`src/gpio_group1_pkg.sv`:
```
// How it works
// config bit 0 high makes the pin an input, low an output.
// config bit 1 high inverts the value between pin and logic.
// config bit 2 high lets the pin feed combined interrupt one.
// generic bits 4:3 pick original or alternate functions one to three.
// generic bit 6 feeds combined interrupt two; bit 5 is reserved.
// generic bit 7 high gives open-collector drive, low gives push-pull.
// pin 1.0 bit 3 steers its input to the interrupt picked by bits 7:4.
// pin 1.0 code 0000 disables, 0001 IRQ1, 0010 invalid, 0011 IRQ3, 1111 IRQ15.
// pin 1.0 codes 0100 to 1110 pick the interrupt of that number.
// pin 1.1 bits 4:3 clear is GPIO with bit 7 drive type; 1,1,0 drives IRQ13.
// pin 1.1 bit 3 set is interrupt input, push-pull, target from bits 7:4.
// pin 1.1 pattern 00101 on bits 7:3 is reserved and steers nothing.
// pin 1.2 alternate is watchdog output, or infrared receive when IR bit 6 set.
// pin 1.3 alternate is power LED, or infrared transmit when IR bit 6 set.
// pin 1.4 alternate is active-low address decode of a two-byte address.
// pin 1.5 alternate is active-low write strobe output.
// software writes zero to upper four bits of pins 1.2-1.5; they read zero.
// each combined interrupt is the OR of enabled polarity-adjusted inputs.
package gpio_group1_pkg;

  // ----------------------------------------------------------------
  // register indices (byte address is four times the index)
  // ----------------------------------------------------------------
  localparam logic [7:0] IDX_PIN_1_0_CONFIG = 8'he0;
  localparam logic [7:0] IDX_PIN_1_1_CONFIG = 8'he1;
  localparam logic [7:0] IDX_PIN_1_2_CONFIG = 8'he2;
  localparam logic [7:0] IDX_PIN_1_3_CONFIG = 8'he3;
  localparam logic [7:0] IDX_PIN_1_4_CONFIG = 8'he4;
  localparam logic [7:0] IDX_PIN_1_5_CONFIG = 8'he5;
  localparam logic [7:0] IDX_PIN_DATA = 8'hf0;
  localparam logic [7:0] IDX_IR_OPTIONS = 8'hf1;
  localparam logic [7:0] IDX_DECODE_ADDR = 8'hf2;
  localparam logic [7:0] IDX_IRQ_STATUS = 8'hf3;
  localparam logic [7:0] IDX_IRQ_CLEAR = 8'hf4;
  localparam logic [7:0] IDX_IRQ_ENABLE = 8'hf5;

  // ----------------------------------------------------------------
  // field layout and reset values
  // ----------------------------------------------------------------
  localparam int NUM_PINS = 6;
  localparam logic [7:0] CONFIG_RESET = 8'h01;
  localparam logic [7:0] WMASK_FULL = 8'hff;
  localparam logic [7:0] WMASK_LOW = 8'h0f;
  localparam int IR_SELECT_BIT = 6;
  localparam logic [1:0] FSEL_ORIGINAL = 2'h0;
  localparam logic [1:0] FSEL_ALT1 = 2'h1;
  localparam logic [1:0] FSEL_ALT2 = 2'h2;
  localparam logic [3:0] MAP_DISABLE = 4'h0;
  localparam logic [3:0] MAP_INVALID = 4'h2;
  localparam logic [3:0] MAP_TOP = 4'hf;
  localparam logic [3:0] PIN11_TOP_IRQ = 4'he;
  localparam int PIN11_OC_IRQ = 13;
  localparam int IRQ_EVENTS = 8;
  localparam int EV_COMBINED1 = 6;
  localparam int EV_COMBINED2 = 7;
  // pins whose config follows the generic layout for bits 7:5
  localparam logic [NUM_PINS-1:0] GENERIC_LAYOUT = 6'h00;

  // ----------------------------------------------------------------
  // types
  // ----------------------------------------------------------------
  typedef struct packed {
    logic open_collector;
    logic int_en2;
    logic reserved5;
    logic [1:0] func_sel;
    logic int_en1;
    logic invert;
    logic is_input;
  } pin_config_s;

  typedef struct packed {
    logic write;
    logic [7:0] index;
    logic mapped;
  } bus_req_s;

  typedef enum logic [1:0] {
    BUS_IDLE = 2'b00,
    BUS_RD_WAIT = 2'b01,
    BUS_WR_DATA = 2'b11
  } bus_state_e;

endpackage

```
`src/gpio_group1_pin_config.sv`:
```
// The AHB-Lite register port was chosen for this implementation.
`timescale 1ns/1ns
module gpio_group1_pin_config (
  input wire logic CLOCK, // 250 MHz clock
  input wire logic SRST, // synchronous reset, active high
  input wire logic HSEL, // ahb slave select
  input wire logic [31:0] HADDR, // ahb address
  input wire logic [1:0] HTRANS, // ahb transfer type
  input wire logic HWRITE, // ahb write
  input wire logic [2:0] HSIZE, // ahb size, word only
  input wire logic [31:0] HWDATA, // ahb write data
  input wire logic HREADY, // ahb bus ready
  output logic HREADYOUT, // ahb slave ready
  output logic HRESP, // ahb response, always okay
  output logic [31:0] HRDATA, // ahb read data
  input wire logic [gpio_group1_pkg::NUM_PINS-1:0] GPIO_IN, // pin levels, asynchronous
  output logic [gpio_group1_pkg::NUM_PINS-1:0] GPIO_OUT, // pin drive value
  output logic [gpio_group1_pkg::NUM_PINS-1:0] GPIO_OE, // pin drive enable
  input wire logic WATCHDOG_TIMEOUT, // watchdog timeout level
  input wire logic POWER_LED, // power led level
  input wire logic INFRARED_TRANSMIT, // infrared transmit data
  input wire logic SYSTEM_IRQ13, // irq13 level to drive out on pin 1.1
  input wire logic HOST_IO_VALID, // host io cycle in progress
  input wire logic HOST_IO_WRITE, // host io cycle is a write
  input wire logic [15:0] HOST_IO_ADDR, // host io address
  output logic INFRARED_RECEIVE_INPUT, // infrared receive data from pin 1.2
  output logic [15:0] IRQ_LINES, // steered interrupt lines
  output logic COMBINED_IRQ1, // combined interrupt one
  output logic COMBINED_IRQ2, // combined interrupt two
  output logic INTERRUPT // enabled sticky status pending
);
  import gpio_group1_pkg::*;

  // ----------------------------------------------------------------
  // declarations
  // ----------------------------------------------------------------
  pin_config_s cfg_reg [NUM_PINS];
  logic [NUM_PINS-1:0] pin_data_reg;
  logic [7:0] ir_options_reg;
  logic [15:0] decode_addr_reg;
  logic [IRQ_EVENTS-1:0] irq_status_reg;
  logic [IRQ_EVENTS-1:0] irq_status_next;
  logic [IRQ_EVENTS-1:0] irq_enable_reg;
  logic [IRQ_EVENTS-1:0] irq_events;
  logic [NUM_PINS-1:0] sync1_reg;
  logic [NUM_PINS-1:0] sync2_reg;
  logic [NUM_PINS-1:0] in_adj;
  logic [NUM_PINS-1:0] in_adj_prev_reg;
  logic [NUM_PINS-1:0] alt_drive;
  logic [NUM_PINS-1:0] alt_value;
  logic [NUM_PINS-1:0] open_coll;
  logic [NUM_PINS-1:0] alt_input;
  logic [NUM_PINS-1:0] pin_value;
  logic [NUM_PINS-1:0] pin_drive;
  logic [NUM_PINS-1:0] ie1_vec;
  logic [NUM_PINS-1:0] ie2_vec;
  logic combined1;
  logic combined2;
  logic combined1_prev_reg;
  logic combined2_prev_reg;
  logic [15:0] steer0;
  logic [15:0] steer1;
  logic decode_hit;
  logic write_hit;
  logic ir_mode;
  bus_state_e bus_state_reg;
  bus_req_s req_reg;
  logic addr_phase;
  logic wr_en;
  logic [31:0] rd_mux;
  logic [7:0] wmask [NUM_PINS];

  // ----------------------------------------------------------------
  // interrupt steering decode
  // ----------------------------------------------------------------
  function automatic logic [15:0] steer_decode(input logic [3:0] code, input logic [3:0] top_line);
    logic [15:0] onehot;
    onehot = '0;
    if (code == MAP_DISABLE || code == MAP_INVALID) begin
      onehot = '0;
    end else if (code == MAP_TOP) begin
      onehot[top_line] = 1'b1;
    end else begin
      onehot[code] = 1'b1;
    end
    return onehot;
  endfunction

  // ----------------------------------------------------------------
  // pin input synchronisers and polarity
  // ----------------------------------------------------------------
  always_ff @(posedge CLOCK) begin
    if (SRST) begin
      sync1_reg <= '0;
      sync2_reg <= '0;
    end else begin
      sync1_reg <= GPIO_IN;
      sync2_reg <= sync1_reg;
    end
  end

  generate
    for (genvar i = 0; i < NUM_PINS; i++) begin : g_pin_in
      assign in_adj[i] = sync2_reg[i] ^ cfg_reg[i].invert;
      assign ie1_vec[i] = cfg_reg[i].int_en1;
      assign ie2_vec[i] = cfg_reg[i].int_en2 & GENERIC_LAYOUT[i];
      assign wmask[i] = (i < 2) ? WMASK_FULL : WMASK_LOW;
    end
  endgenerate

  assign combined1 = |(in_adj & ie1_vec);
  assign combined2 = |(in_adj & ie2_vec);
  assign ir_mode = ir_options_reg[IR_SELECT_BIT];

  // ----------------------------------------------------------------
  // alternate functions per pin
  // ----------------------------------------------------------------
  always_comb begin
    alt_drive = '0;
    alt_value = '0;
    open_coll = '0;
    alt_input = '0;
    steer0 = '0;
    steer1 = '0;
    // pin 1.0: input steering
    if (cfg_reg[0].func_sel[0] && cfg_reg[0].is_input) begin
      steer0 = steer_decode({cfg_reg[0].open_collector, cfg_reg[0].int_en2, cfg_reg[0].reserved5,
                             cfg_reg[0].func_sel[1]}, MAP_TOP);
    end
    // pin 1.1: gpio, irq13 drive or interrupt input
    if (cfg_reg[1].func_sel[0]) begin
      steer1 = steer_decode({cfg_reg[1].open_collector, cfg_reg[1].int_en2, cfg_reg[1].reserved5,
                             cfg_reg[1].func_sel[1]}, PIN11_TOP_IRQ);
    end else if (cfg_reg[1].func_sel[1]) begin
      if (cfg_reg[1].open_collector) begin
        alt_drive[1] = 1'b1;
        alt_value[1] = SYSTEM_IRQ13;
        open_coll[1] = 1'b1;
      end
    end else begin
      open_coll[1] = cfg_reg[1].open_collector;
    end
    // pin 1.2: watchdog out, or infrared receive in
    if (cfg_reg[2].func_sel[0] && !ir_mode) begin
      alt_drive[2] = 1'b1;
      alt_value[2] = WATCHDOG_TIMEOUT;
    end else if (cfg_reg[2].func_sel[0]) begin
      // infrared receive is an input: the pin is released whatever bit 0 says
      alt_input[2] = 1'b1;
    end
    // pin 1.3: power led or infrared transmit
    if (cfg_reg[3].func_sel[0]) begin
      alt_drive[3] = 1'b1;
      alt_value[3] = ir_mode ? INFRARED_TRANSMIT : POWER_LED;
    end
    // pin 1.4: active-low address decode
    if (cfg_reg[4].func_sel[0]) begin
      alt_drive[4] = 1'b1;
      alt_value[4] = ~decode_hit;
    end
    // pin 1.5: active-low write strobe
    if (cfg_reg[5].func_sel[0]) begin
      alt_drive[5] = 1'b1;
      alt_value[5] = ~write_hit;
    end
  end

  assign decode_hit = HOST_IO_VALID && (HOST_IO_ADDR == decode_addr_reg);
  assign write_hit = decode_hit && HOST_IO_WRITE;

  // ----------------------------------------------------------------
  // pin drivers
  // ----------------------------------------------------------------
  generate
    for (genvar i = 0; i < NUM_PINS; i++) begin : g_pin_out
      assign pin_value[i] = (alt_drive[i] ? alt_value[i] : pin_data_reg[i]) ^ cfg_reg[i].invert;
      assign pin_drive[i] = alt_drive[i] | (~cfg_reg[i].is_input & ~alt_input[i]);
    end
  endgenerate

  // open-collector pins never drive high: they only pull low or let go
  always_ff @(posedge CLOCK) begin
    if (SRST) begin
      GPIO_OUT <= '0;
      GPIO_OE <= '0;
    end else begin
      GPIO_OUT <= pin_value & ~open_coll;
      GPIO_OE <= pin_drive & ~(open_coll & pin_value);
    end
  end

  // ----------------------------------------------------------------
  // interrupt and infrared outputs
  // ----------------------------------------------------------------
  always_ff @(posedge CLOCK) begin
    if (SRST) begin
      IRQ_LINES <= '0;
      COMBINED_IRQ1 <= 1'b0;
      COMBINED_IRQ2 <= 1'b0;
      INFRARED_RECEIVE_INPUT <= 1'b0;
    end else begin
      // steered lines carry the polarity-adjusted pin level, not just the selection
      IRQ_LINES <= (steer0 & {16{in_adj[0]}}) | (steer1 & {16{in_adj[1]}});
      COMBINED_IRQ1 <= combined1;
      COMBINED_IRQ2 <= combined2;
      INFRARED_RECEIVE_INPUT <= cfg_reg[2].func_sel[0] & ir_mode & in_adj[2];
    end
  end

  // ----------------------------------------------------------------
  // sticky status and interrupt
  // ----------------------------------------------------------------
  always_ff @(posedge CLOCK) begin
    if (SRST) begin
      in_adj_prev_reg <= '0;
      combined1_prev_reg <= 1'b0;
      combined2_prev_reg <= 1'b0;
    end else begin
      in_adj_prev_reg <= in_adj;
      combined1_prev_reg <= combined1;
      combined2_prev_reg <= combined2;
    end
  end

  always_comb begin
    irq_events = '0;
    irq_events[NUM_PINS-1:0] = in_adj & ~in_adj_prev_reg & ie1_vec;
    irq_events[EV_COMBINED1] = combined1 & ~combined1_prev_reg;
    irq_events[EV_COMBINED2] = combined2 & ~combined2_prev_reg;
    irq_status_next = irq_status_reg;
    if (wr_en && req_reg.index == IDX_IRQ_CLEAR) begin
      irq_status_next = irq_status_next & ~HWDATA[IRQ_EVENTS-1:0];
    end
    // a new event wins over a clear in the same cycle
    irq_status_next = irq_status_next | irq_events;
  end

  always_ff @(posedge CLOCK) begin
    if (SRST) begin
      irq_status_reg <= '0;
      INTERRUPT <= 1'b0;
    end else begin
      irq_status_reg <= irq_status_next;
      INTERRUPT <= |(irq_status_next & irq_enable_reg);
    end
  end

  // ----------------------------------------------------------------
  // ahb-lite slave: writes zero wait, reads one wait state
  // ----------------------------------------------------------------
  assign addr_phase = HSEL && HTRANS[1] && HREADY;
  assign wr_en = (bus_state_reg == BUS_WR_DATA) && req_reg.mapped;

  always_ff @(posedge CLOCK) begin
    if (SRST) begin
      bus_state_reg <= BUS_IDLE;
      req_reg <= '0;
      HREADYOUT <= 1'b1;
      HRESP <= 1'b0;
      HRDATA <= '0;
    end else begin
      HRESP <= 1'b0;
      case (bus_state_reg)
        BUS_RD_WAIT: begin
          HRDATA <= req_reg.mapped ? rd_mux : 32'h0000_0000;
          HREADYOUT <= 1'b1;
          bus_state_reg <= BUS_IDLE;
        end
        BUS_IDLE, BUS_WR_DATA: begin
          if (addr_phase) begin
            req_reg.write <= HWRITE;
            req_reg.index <= HADDR[9:2];
            req_reg.mapped <= (HADDR[31:10] == '0) && (HADDR[1:0] == 2'h0);
            bus_state_reg <= HWRITE ? BUS_WR_DATA : BUS_RD_WAIT;
            HREADYOUT <= HWRITE;
          end else begin
            bus_state_reg <= BUS_IDLE;
            HREADYOUT <= 1'b1;
          end
        end
        default: begin
          bus_state_reg <= BUS_IDLE;
          HREADYOUT <= 1'b1;
        end
      endcase
    end
  end

  always_comb begin
    rd_mux = '0;
    case (req_reg.index)
      IDX_PIN_1_0_CONFIG: rd_mux[7:0] = cfg_reg[0];
      IDX_PIN_1_1_CONFIG: rd_mux[7:0] = cfg_reg[1];
      IDX_PIN_1_2_CONFIG: rd_mux[7:0] = cfg_reg[2];
      IDX_PIN_1_3_CONFIG: rd_mux[7:0] = cfg_reg[3];
      IDX_PIN_1_4_CONFIG: rd_mux[7:0] = cfg_reg[4];
      IDX_PIN_1_5_CONFIG: rd_mux[7:0] = cfg_reg[5];
      IDX_PIN_DATA: rd_mux[NUM_PINS-1:0] = in_adj;
      IDX_IR_OPTIONS: rd_mux[7:0] = ir_options_reg;
      IDX_DECODE_ADDR: rd_mux[15:0] = decode_addr_reg;
      IDX_IRQ_STATUS: rd_mux[IRQ_EVENTS-1:0] = irq_status_reg;
      IDX_IRQ_ENABLE: rd_mux[IRQ_EVENTS-1:0] = irq_enable_reg;
      default: rd_mux = '0;
    endcase
  end

  // ----------------------------------------------------------------
  // register writes
  // ----------------------------------------------------------------
  generate
    for (genvar i = 0; i < NUM_PINS; i++) begin : g_cfg
      always_ff @(posedge CLOCK) begin
        if (SRST) begin
          cfg_reg[i] <= CONFIG_RESET;
        end else if (wr_en && req_reg.index == IDX_PIN_1_0_CONFIG + 8'(i)) begin
          cfg_reg[i] <= HWDATA[7:0] & wmask[i];
        end
      end
    end
  endgenerate

  always_ff @(posedge CLOCK) begin
    if (SRST) begin
      pin_data_reg <= '0;
      ir_options_reg <= '0;
      decode_addr_reg <= '0;
      irq_enable_reg <= '0;
    end else if (wr_en) begin
      case (req_reg.index)
        IDX_PIN_DATA: pin_data_reg <= HWDATA[NUM_PINS-1:0];
        IDX_IR_OPTIONS: ir_options_reg <= HWDATA[7:0];
        IDX_DECODE_ADDR: decode_addr_reg <= HWDATA[15:0];
        IDX_IRQ_ENABLE: irq_enable_reg <= HWDATA[IRQ_EVENTS-1:0];
        default: ir_options_reg <= ir_options_reg;
      endcase
    end
  end

endmodule

```
`config.mk`:
```
export PLATFORM = sky130hd
export DESIGN_NAME = gpio_group1_pin_config
export DESIGN_NICKNAME = d
export VERILOG_FILES = /design/src/gpio_group1_pkg.sv /design/src/gpio_group1_pin_config.sv
export SDC_FILE = /design/constraint.sdc
export NUM_CORES = 1
export LEC_CHECK = 0
export BUFFER_PORTS_ARGS = -buffer_cell sky130_fd_sc_hd__buf_2
export CORE_MARGIN = 2
export CORE_UTILIZATION = 48
export DETAILED_ROUTE_END_ITERATION = 8
export MAX_ROUTING_LAYER = met4
export PLACE_DENSITY = 0.85
export SLEW_MARGIN = 20
export SYNTH_ARGS = -nofsm -noshare
export SYNTH_HDL_FRONTEND = slang
export SYNTH_SLANG_ARGS = --single-unit
export TNS_END_PERCENT = 1
```
`constraint.sdc`:
```
create_clock -name CLOCK -period 1.9 [get_ports CLOCK]
set_input_delay 0.095 -clock CLOCK [delete_from_list [all_inputs] [get_ports CLOCK]]
set_output_delay 0.095 -clock CLOCK [all_outputs]
set_load 0.01 [all_outputs]
```
==> results by group, run 1 <==
Status
  • Outcome: finished clean

Detailed routing
  • Routed wire per std cell: around 18 um
  • Drt total wl: around 19000 um
  • First-pass detailed-route iteration total: 5
  • DR iter-0 viols: around 600
  • DR vias/cell: about 5.5
  • Via count: 5996
  • DR DRC count: 0
  • Final ANT Viol Nets: 0

Floorplanning
  • Num ports: about 170
  • Area of the die: 15510 um2
  • Initial Util: 0.4853
  • Num rows: 44
  • Core area: around 14000 um2
  • Die H: ~120 um
  • Die span in x: 124.5 um

Finish
  • Share of layout cells above drive strength 1: 0.2470
  • Ant. Diodes: 0
  • Layout Area Growth over Synthesis: 27.62%
  • Commonest non-fill, non-tap cell in the layout: buf_2
  • Utilization after layout: 0.6193
  • Max reg flops: 32
  • # fillers: ~1200
  • Most frequent cells in the layout: buf_2, dfxtp_1, nor2_1, nand2_1, mux2i_1
  • Post-layout nets: approximately 1000

Global routing
  • Antenna violations before repair: 0
  • Global Route Usage Sum: 0.2553
  • Pin count of the biggest net entering global routing: 66
  • Vias in the first global route: 5821
  • Remaining global-route overflow: 0
  • First-pass GRT wire length: 30240 um

Setup path
  • CP startpoint kind: flop
  • Buf+Inv Stages, Crit Path: 2
  • Crit-path max cell delay: 440 ps
  • Crit path max-delay cell type: dfxtp_1
  • Crit path max fanout: 9
  • CP required: 2210 ps
  • Delay-heaviest family, CP: simple AND/OR/NAND/NOR gates
  • Reg-to-Reg End: irq_status_reg[4]
  • R2R setup slack: 50 ps
  • Crit. End Element: flop
  • Crit path top cell by count: buf_4
  • WS Path Type: reg2reg
  • FF-to-FF Start: req_reg[4]
  • R2R depth: 7
  • CP Data Arrival Time: roughly 2200 ps
  • CP Cell Sequence: buf_4, nor4b_4, and4_2, buf_4, nand2_1, a21oi_1, nor2_1

CTS
  • Total CTS buffers: 17
  • Htree depth: 4
  • Worst-path clk slew: ~70 ps
  • Clock insertion delay at the later pin of the skew report: 430 ps
  • CTS root buffer: clkbuf_16
  • Clock Path Buffers: 2
  • CTS Sinks: 155
  • CTS tree: yes
  • Post-CTS Setup Bufs: 0

Power
  • Power Density: 855.4 nW/um2
  • Leakage: roughly 3.6 nW
  • Peak supply drop: 0.0005937 V
  • Tot Pwr: ~7.6 mW

Logic synthesis
  • Seq cells post-synth: 155
  • Synth Area in Compound Gates: 0.1071
  • EDFF count, synth: 32
  • Post-synthesis simple-gate area fraction: 0.2272
  • Post-Synth Adder-Cell Area: 0.003589
  • Distinct cells, synth: 65
  • Synth Cell Area: roughly 7000 um2
  • Yosys warns: 0
  • Largest family of logic cells by synthesized area: simple AND/OR/NAND/NOR gates
  • Seq/Total Area, Yosys: 0.4909
  • Post-synth ARST share: 0
  • Multiplexer area fraction after synthesis: 0.08774
  • Synth Area in XOR/XNOR: 0.03391
  • Post-Syn Instances: 718
  • Most used DFF post-synth: dfxtp_1
  • Syn_area_per_cell: 9.712 um2

Timing
  • Fin. max-slew vios: 0
  • Unrepaired setup endpoints after global routing: true
  • Hold Fails Final Rpt: 0
  • Period utilization: 0.9711
  • Max Clk Rate: about 540 MHz
  • Final setup vio count: 0
  • Setup ws final: roughly 55 ps
  • Final Critical Period: about 1800 ps
  • Max Clock Skew: a little over 7 ps

Hold path
  • Hold Path End: pin_data_reg[1]
  • Worst min path class: in2reg
  • Worst hold start: SRST
  • Hold depth: 2

Placement
  • DP Wirelength: about 14000 um
  • PortBufs: 129
  • Placer Congestion: about 0.98
  • Placement Setup Slack: roughly 30 ps

Job
  • Max Cap Viol: 0
[cell usage after synthesis, types with 10 or more instances]
cell,count,share of area
and3_1,12,0.011
clkbuf_1,24,0.013
xnor2_1,15,0.019
xor2_1,12,0.015
nand3_1,10,0.0072
dfxtp_1,123,0.35
mux2i_1,51,0.073
nand2b_1,11,0.0099
buf_4,18,0.019
a21oi_1,36,0.026
inv_1,11,0.0059
a22oi_1,14,0.015
and2_1,23,0.021
o22ai_1,11,0.0099
nor2b_1,35,0.031
nand2_1,56,0.030
edfxtp_1,32,0.14
nor2_1,88,0.047
[how the worst max path moves through the flow]
stage                from            endpoint  slack (ps)  cells past startpoint
6_report       req_reg[4]   irq_status_reg[4]          50                      7
5_1_grt        req_reg[4]       cfg_reg[4][0]          -3                      6
4_1_cts        req_reg[2]     pin_data_reg[2]           7                      7
3_5_place_dp   req_reg[4]   irq_status_reg[4]          30                      7
3_3_place_gp   req_reg[3]  decode_addr_reg[9]          70                      6
2_1_floorplan  req_reg[4]       cfg_reg[0][0]          10                      6
[power by group]
part | internal (mW) | leakage [nW] | switching [mW]
sequential | 3.42 | 1.31 | 0.0593
clock | 2.12 | 0.308 | 1.49
combinational | 0.235 | 1.97 | 0.288
total | 5.78 | 3.59 | 1.83
[per-stage QoR]
stage	std cells	area (um2)	setup TNS, ps	hold slack [ps]
6_report	1091	8899	0	25.39
5_1_grt	1091	8899	-3.696	28.21
4_1_cts	1091	8882	0	15.88
3_5_place_dp	1035	8010	0	305.5
3_3_place_gp	1035	8010	0	305.3
2_1_floorplan	737	7044	0	174.4
[layout make-up]
cell class / count / area, um2 / area share
sequential: 155 / 3426 / 0.3850
multi-input combinational: 516 / 3299 / 0.3708
timing repair buffer: 193 / 1276 / 0.1434
clock buffer: 17 / 425.4 / 0.04781
tap: 184 / 230.2 / 0.02587
clock inverter: 15 / 200.2 / 0.02250
inverter: 11 / 41.29 / 0.004640
[worst register-to-register path, stage by stage, from the launching register on]
cell     delay, ps
dfxtp_1        440
buf_4          220
nor4b_4        220
and4_2         380
buf_4          170
nand2_1         60
a21oi_1        190
nor2_1          60
[repair_timing]
action	CTS	global route
cloned	0	0
hold endpoints to repair	25	0
gates resized for setup	3	5
hold buffers	24	0
setup endpoints to repair	2	14
[cell families after synthesis]
family,after synthesis
buffers and inverters,66
xor gates and xnor gates,27
and+or+nand+nor,294
other,1
AOI/OAI and AO/OA,113
muxes,60
DFF,155
adders and majority gates,2
[layer usage]
metal	global-route usage	wire (um)
met1	0.3207	8269
met2	0.4134	9344
met3	0.05713	1290
met4	0.07799	451
met5	-	0
Power figures use the tool's default switching activity.
==> run 2: changes to the inputs <==
--- a/config.mk
+++ b/config.mk
@@ -9,7 +9,6 @@
 export CORE_MARGIN = 2
 export CORE_UTILIZATION = 48
 export DETAILED_ROUTE_END_ITERATION = 8
-export MAX_ROUTING_LAYER = met4
 export PLACE_DENSITY = 0.85
 export SLEW_MARGIN = 20
 export SYNTH_ARGS = -nofsm -noshare
==> run 2 against run 1 <==
Against the previous run: global-route usage shrank 0.57 points; clock skew is essentially flat; first-iteration DRC count shrank 3.9%; wire length is essentially flat; hold slack gained 38 ps; critical path depth is the same; sequential share of layout area shrank 0.14 points; setup slack gained 16 ps; critical path type unchanged.
==> results by group, run 2 (same netlist as run 1, synthesis figures left out) <==
Detailed routing
  • DR vias/cell: 5.565
  • DR DRC count: 0
  • Via count: between 6000 and 7000
  • Routed wire per std cell: ~18 um
  • Final ANT Viol Nets: 0
  • First-pass detailed-route iteration total: 6
  • Drt total wl: slightly below 20000 um
  • DR iter-0 viols: between 500 and 600

Finish
  • Layout Area Growth over Synthesis: 28.08%
  • Ant. Diodes: 0
  • Final instance area: between 8000 and 9000 um2
  • Share of layout cells above drive strength 1: 0.2470
  • Register Area: 3426 um2
  • Most frequent cells in the layout: buf_2, dfxtp_1, nor2_1, nand2_1, mux2i_1
  • Commonest non-fill, non-tap cell in the layout: buf_2
  • # fillers: between 1000 and 1500
  • Area of the multi-input gates: 3304 um2
  • Max reg flops: 32
  • Post-layout nets: around 1000

Global routing
  • Remaining global-route overflow: 0
  • Antenna violations before repair: 0
  • Vias in the first global route: approximately 6000
  • First-pass GRT wire length: roughly 30000 um
  • Global Route Usage Sum: 0.2497
  • Pin count of the biggest net entering global routing: between 70 and 80

CTS
  • Total CTS buffers: 17
  • Post-CTS Setup Bufs: 0
  • Worst-path clk slew: about 60 ps
  • Clock Path Buffers: 2
  • Htree depth: 4
  • CTS tree: yes
  • CTS Sinks: approximately 160
  • CTS root buffer: clkbuf_16
  • Clock insertion delay at the later pin of the skew report: 430 ps

Power
  • Sw Ratio: 0.2248
  • Power Density: around 840 nW/um2
  • Power Internal: 5.825 mW
  • Peak supply drop: slightly above 0.0006 V
  • Power share of the sequential group: 0.464
  • Tot Pwr: 7.514 mW
  • P_sw: between 1.5 and 2 mW
  • Comb power frac: 0.070
  • Clock Power Share: 0.466
  • Leakage: between 3 and 4 nW

Timing
  • Max Clk Rate: 546.8 MHz
  • Unrepaired setup endpoints after global routing: true
  • Setup TNS: 0 ps
  • Final Critical Period: 1829 ps
  • Hold Worst Slack: around 63 ps
  • Hold Fails Final Rpt: 0
  • Period utilization: 0.9625
  • Fin. max-slew vios: 0
  • Max Clock Skew: 7.573 ps
  • Setup ws final: roughly 70 ps
  • Final setup vio count: 0

Setup path
  • CP required: about 2200 ps
  • CP Data Arrival Time: between 2000 and 2500 ps
  • Crit. End Element: flop
  • Crit path max fanout: 7
  • FF-to-FF Start: req_reg[3]
  • CP startpoint kind: flop
  • WS Path Type: reg2reg
  • CP startpoint: req_reg[3]

Status
  • Outcome: finished clean

Floorplanning
  • Die H: approximately 120 um
  • Num ports: ~170
  • Initial Util: 0.4853
  • Num rows: 44
  • Area of the die: roughly 16000 um2
  • Die span in x: approximately 120 um
  • Core area: around 14000 um2

Job
  • Max Cap Viol: 0

Placement
  • PortBufs: ~130
  • Placer Congestion: ~0.97
  • Placement Setup Slack: -20.88 ps
  • Placed cell area: between 8000 and 9000 um2
  • DP Wirelength: around 14000 um

Hold path
  • Worst hold start: HREADY
  • Worst min path class: in2reg
run 2: cell types whose count changed in the layout (fill, tap and decap cells not counted), moves of 2 or more:
cell / before / now
buf_4: 34 / 36
clkbuf_1: 0 / 2
clkbuf_16: 17 / 19
clkbuf_8: 0 / 2
clkinv_2: 0 / 3
clkinv_4: 3 / 1
inv_6: 7 / 1
inv_8: 2 / 0
run 2: power groups by stage:
stage / Combinational [mW] / Clock [mW] / Sequential (mW)
after global routing: 0.567 / 3.67 / 3.49
after detailed placement: 0.471 / 0 / 3.55
after global placement: 0.463 / 0 / 3.55
after CTS: 0.513 / 3.52 / 3.48
final: 0.525 / 3.50 / 3.48
after floorplan: 0.274 / 0 / 3.54
run 2: worst paths after layout:
check,slack (ps),cells past startpoint,endpoint
hold / removal,60,3,bus_state_reg[0]
setup reg to reg,70,7,irq_status_reg[1]
hold reg to reg,430,1,sync2_reg[0]
setup / recovery,70,7,irq_status_reg[1]
run 2: timing repair:
item,CTS,global route
hold endpoints to repair,26,0
endpoints found under the setup margin,14,45
resized for setup,1,9
hold buffers,25,0
run 2: layout make-up:
class	instances	share of cell area
Sequential cell	155	0.3836
Multi-Input combinational cell	516	0.3700
Timing Repair Buffer	197	0.1470
Clock buffer	23	0.05716
Tap cell	184	0.02578
Clock inverter	9	0.01191
Inverter	11	0.004623
run 2: per-stage QoR:
stage | instances | utilization
4_1_cts | 1095 | 0.6196
3_5_place_dp | 1038 | 0.5590
6_report | 1095 | 0.6216
3_3_place_gp | 1038 | 0.5590
2_1_floorplan | 737 | -
5_1_grt | 1095 | 0.6216
run 2: metal layers:
metal,GRT usage,share of wire,wire [um]
met5,0,0,0
met4,0.1104,0.032,625
met2,0.4053,0.48,9292
met1,0.3173,0.42,8139
met3,0.05928,0.068,1311
run 2: critical path: stages (launching register included):
cell	delay (ps)
dfxtp_1	480
buf_4	190
nor4b_4	210
and4_2	380
buf_4	170
nand2_1	50
a21oi_1	160
nor2_1	50
==> run 3: changes to the inputs <==
==> constraint.sdc (replaced) <==
create_clock -name CLOCK -period 1.9 [get_ports CLOCK]
set_input_delay 0 -clock CLOCK [delete_from_list [all_inputs] [get_ports CLOCK]]
set_output_delay 0 -clock CLOCK [all_outputs]
set_load 0.01 [all_outputs]
==> run 3 against run 2 <==
Against the previous run: hold slack lost 49 ps; largest cell class unchanged; highest routed layer unchanged; cell count up 1.3%; critical path type unchanged; global-route usage increased by 0.22 points; largest power group is now sequential cells; sequential power about the same; critical endpoint is now irq_status_reg[2].
==> results by group, run 3 (same netlist as run 1, synthesis figures left out) <==
Timing
  • Final Critical Period: 1798 ps
  • Setup TNS: 0 ps
  • Unrepaired setup endpoints after global routing: true
  • Setup ws final: 101.8 ps
  • Max Clk Rate: between 500 and 600 MHz
  • Period utilization: 0.9464
  • Max Clock Skew: a little over 9 ps
  • Final setup vio count: 0
  • Hold Fails Final Rpt: 0
  • Fin. max-slew vios: 0

Floorplanning
  • Area of the die: 15510 um2
  • Die span in x: roughly 120 um
  • Initial Util: 0.4853
  • Num rows: 44
  • Num ports: 168
  • Die H: 124.5 um
  • Core area: 14370 um2

Power
  • Clock Power Share: 0.447
  • Peak supply drop: ~0.00062 V
  • Comb power frac: 0.074
  • Sw Ratio: 0.2289
  • Power Density: a little over 800 nW/um2
  • Leakage: 3.670 nW
  • P_sw: 1.669 mW
  • Power Internal: 5.622 mW
  • Power share of the sequential group: 0.478

Placement
  • DP Wirelength: ~14000 um
  • PortBufs: between 100 and 150
  • Placed cell area: ~8000 um2
  • Placed Cells: about 1000
  • Placement Setup Slack: approximately 92 ps
  • Placer Congestion: approximately 0.9

CTS
  • Worst-path clk slew: about 60 ps
  • CTS root buffer: clkbuf_16
  • Clock Path Buffers: 2
  • Clock insertion delay at the later pin of the skew report: about 430 ps
  • Total CTS buffers: 17
  • Htree depth: 4
  • CTS Sinks: about 160
  • CTS tree: yes

Setup path
  • CP Cell Sequence: buf_4, nor4b_4, and4_1, buf_4, nand2_1, a21oi_1, nor2_1
  • Delay-heaviest family, CP: simple AND/OR/NAND/NOR gates
  • CP Data Arrival Time: 2100 ps
  • CP startpoint kind: flop
  • Crit-path max cell delay: about 420 ps
  • R2R setup slack: slightly above 100 ps
  • Crit path max-delay cell type: and4_1
  • WS Path Type: reg2reg
  • Crit path max fanout: 6
  • Stages on the worst setup path: 7
  • Buf+Inv Stages, Crit Path: 2
  • Crit path top cell by count: buf_4
  • R2R depth: 7
  • CP required: about 2200 ps
  • Crit. End Element: flop

Status
  • Outcome: finished clean

Global routing
  • Global Route Usage Sum: 0.2519
  • Vias in the first global route: 5909
  • First-pass GRT wire length: between 30000 and 40000 um
  • Antenna violations before repair: 0
  • Pin count of the biggest net entering global routing: 71
  • Remaining global-route overflow: 0

Finish
  • Final instance area: approximately 9000 um2
  • Post-layout nets: 1016
  • Layout Area Growth over Synthesis: 29.57%
  • Share of layout cells above drive strength 1: 0.2400
  • Max reg flops: 32
  • Utilization after layout: 0.6288
  • Finished Layout Cells: ~1100
  • Ant. Diodes: 0
  • Commonest non-fill, non-tap cell in the layout: buf_2
  • Most frequent cells in the layout: buf_2, dfxtp_1, nor2_1, nand2_1, mux2i_1

Hold path
  • Hold depth: 3
  • Worst min path class: in2reg

Detailed routing
  • First-pass detailed-route iteration total: 5
  • DR DRC count: 0
  • DR vias/cell: about 5.5
  • Final ANT Viol Nets: 0
  • Routed wire per std cell: roughly 18 um
  • DR iter-0 viols: roughly 570
  • Drt total wl: between 15000 and 20000 um
  • Via count: approximately 6100

Job
  • Max Cap Viol: 0
==> run 3: cell types whose count changed in the layout (fill, tap and decap cells not counted), sizes merged <==
cell / before / now
bufinv: 2 / 1
inv: 13 / 11
clkbuf: 23 / 21
clkinv: 4 / 9
dlymetal6s4s: 0 / 3
buf: 172 / 169
dlygate4sd3: 25 / 39
==> run 3: worst paths after layout <==
check	start	end
max	req_reg[2]	irq_status_reg[2]
min	HWDATA[0]	pin_data_reg[0]
max reg2reg	req_reg[2]	irq_status_reg[2]
min reg2reg	sync1_reg[0]	sync2_reg[0]
==> run 3: power groups by stage <==
stage	registers, mW	clock network [mW]	logic, mW
after detailed placement	3.55	0	0.468
final	3.49	3.26	0.543
after global routing	3.49	3.44	0.590
after CTS	3.48	3.29	0.535
after floorplan	3.54	0	0.274
after global placement	3.55	0	0.460
==> run 3: cell type report <==
cell class | instances | area, um2
timing repair buffer | 211 | 1464
inverter | 11 | 41.29
sequential | 155 | 3428
clock buffer | 21 | 481.7
multi-input combinational | 516 | 3296
tap | 184 | 230.2
clock inverter | 11 | 93.84
fill | 1160 | 5334
==> run 3: per-layer routing <==
metal  track usage  wire length [um]  vias up
met5             0                 0        -
met4       0.09980               516        0
met3       0.05284              1192       43
met2        0.4192              9379      248
met1        0.3208              8337     2900
li1              -                 -     2890
==> run 3: metrics by stage <==
| step | hold slack, ps | power, mW |
|---|---|---|
| 2_1_floorplan | 79.39 | 3.812 |
| 3_3_place_gp | 208.5 | 4.011 |
| 3_5_place_dp | 211.6 | 4.021 |
| 4_1_cts | 5.365 | 7.311 |
| 5_1_grt | 22.55 | 7.526 |
| 6_report | 14.14 | 7.290 |
==> run 3: worst register-to-register path, cell delays in order (launching register included) <==
cell and delay (ps):
dfxtp_1 350, buf_4 180, nor4b_4 250, and4_1 420, buf_4 200, nand2_1 60
a21oi_1 170, nor2_1 50
==> run 3: what timing repair did <==
item / 4_1_cts / 5_1_grt
endpoints found under the hold margin: 56 / 0
setup buffers: 0 / 1
resized for setup: 0 / 10
setup endpoints to repair: 0 / 24
hold buffers: 43 / 0
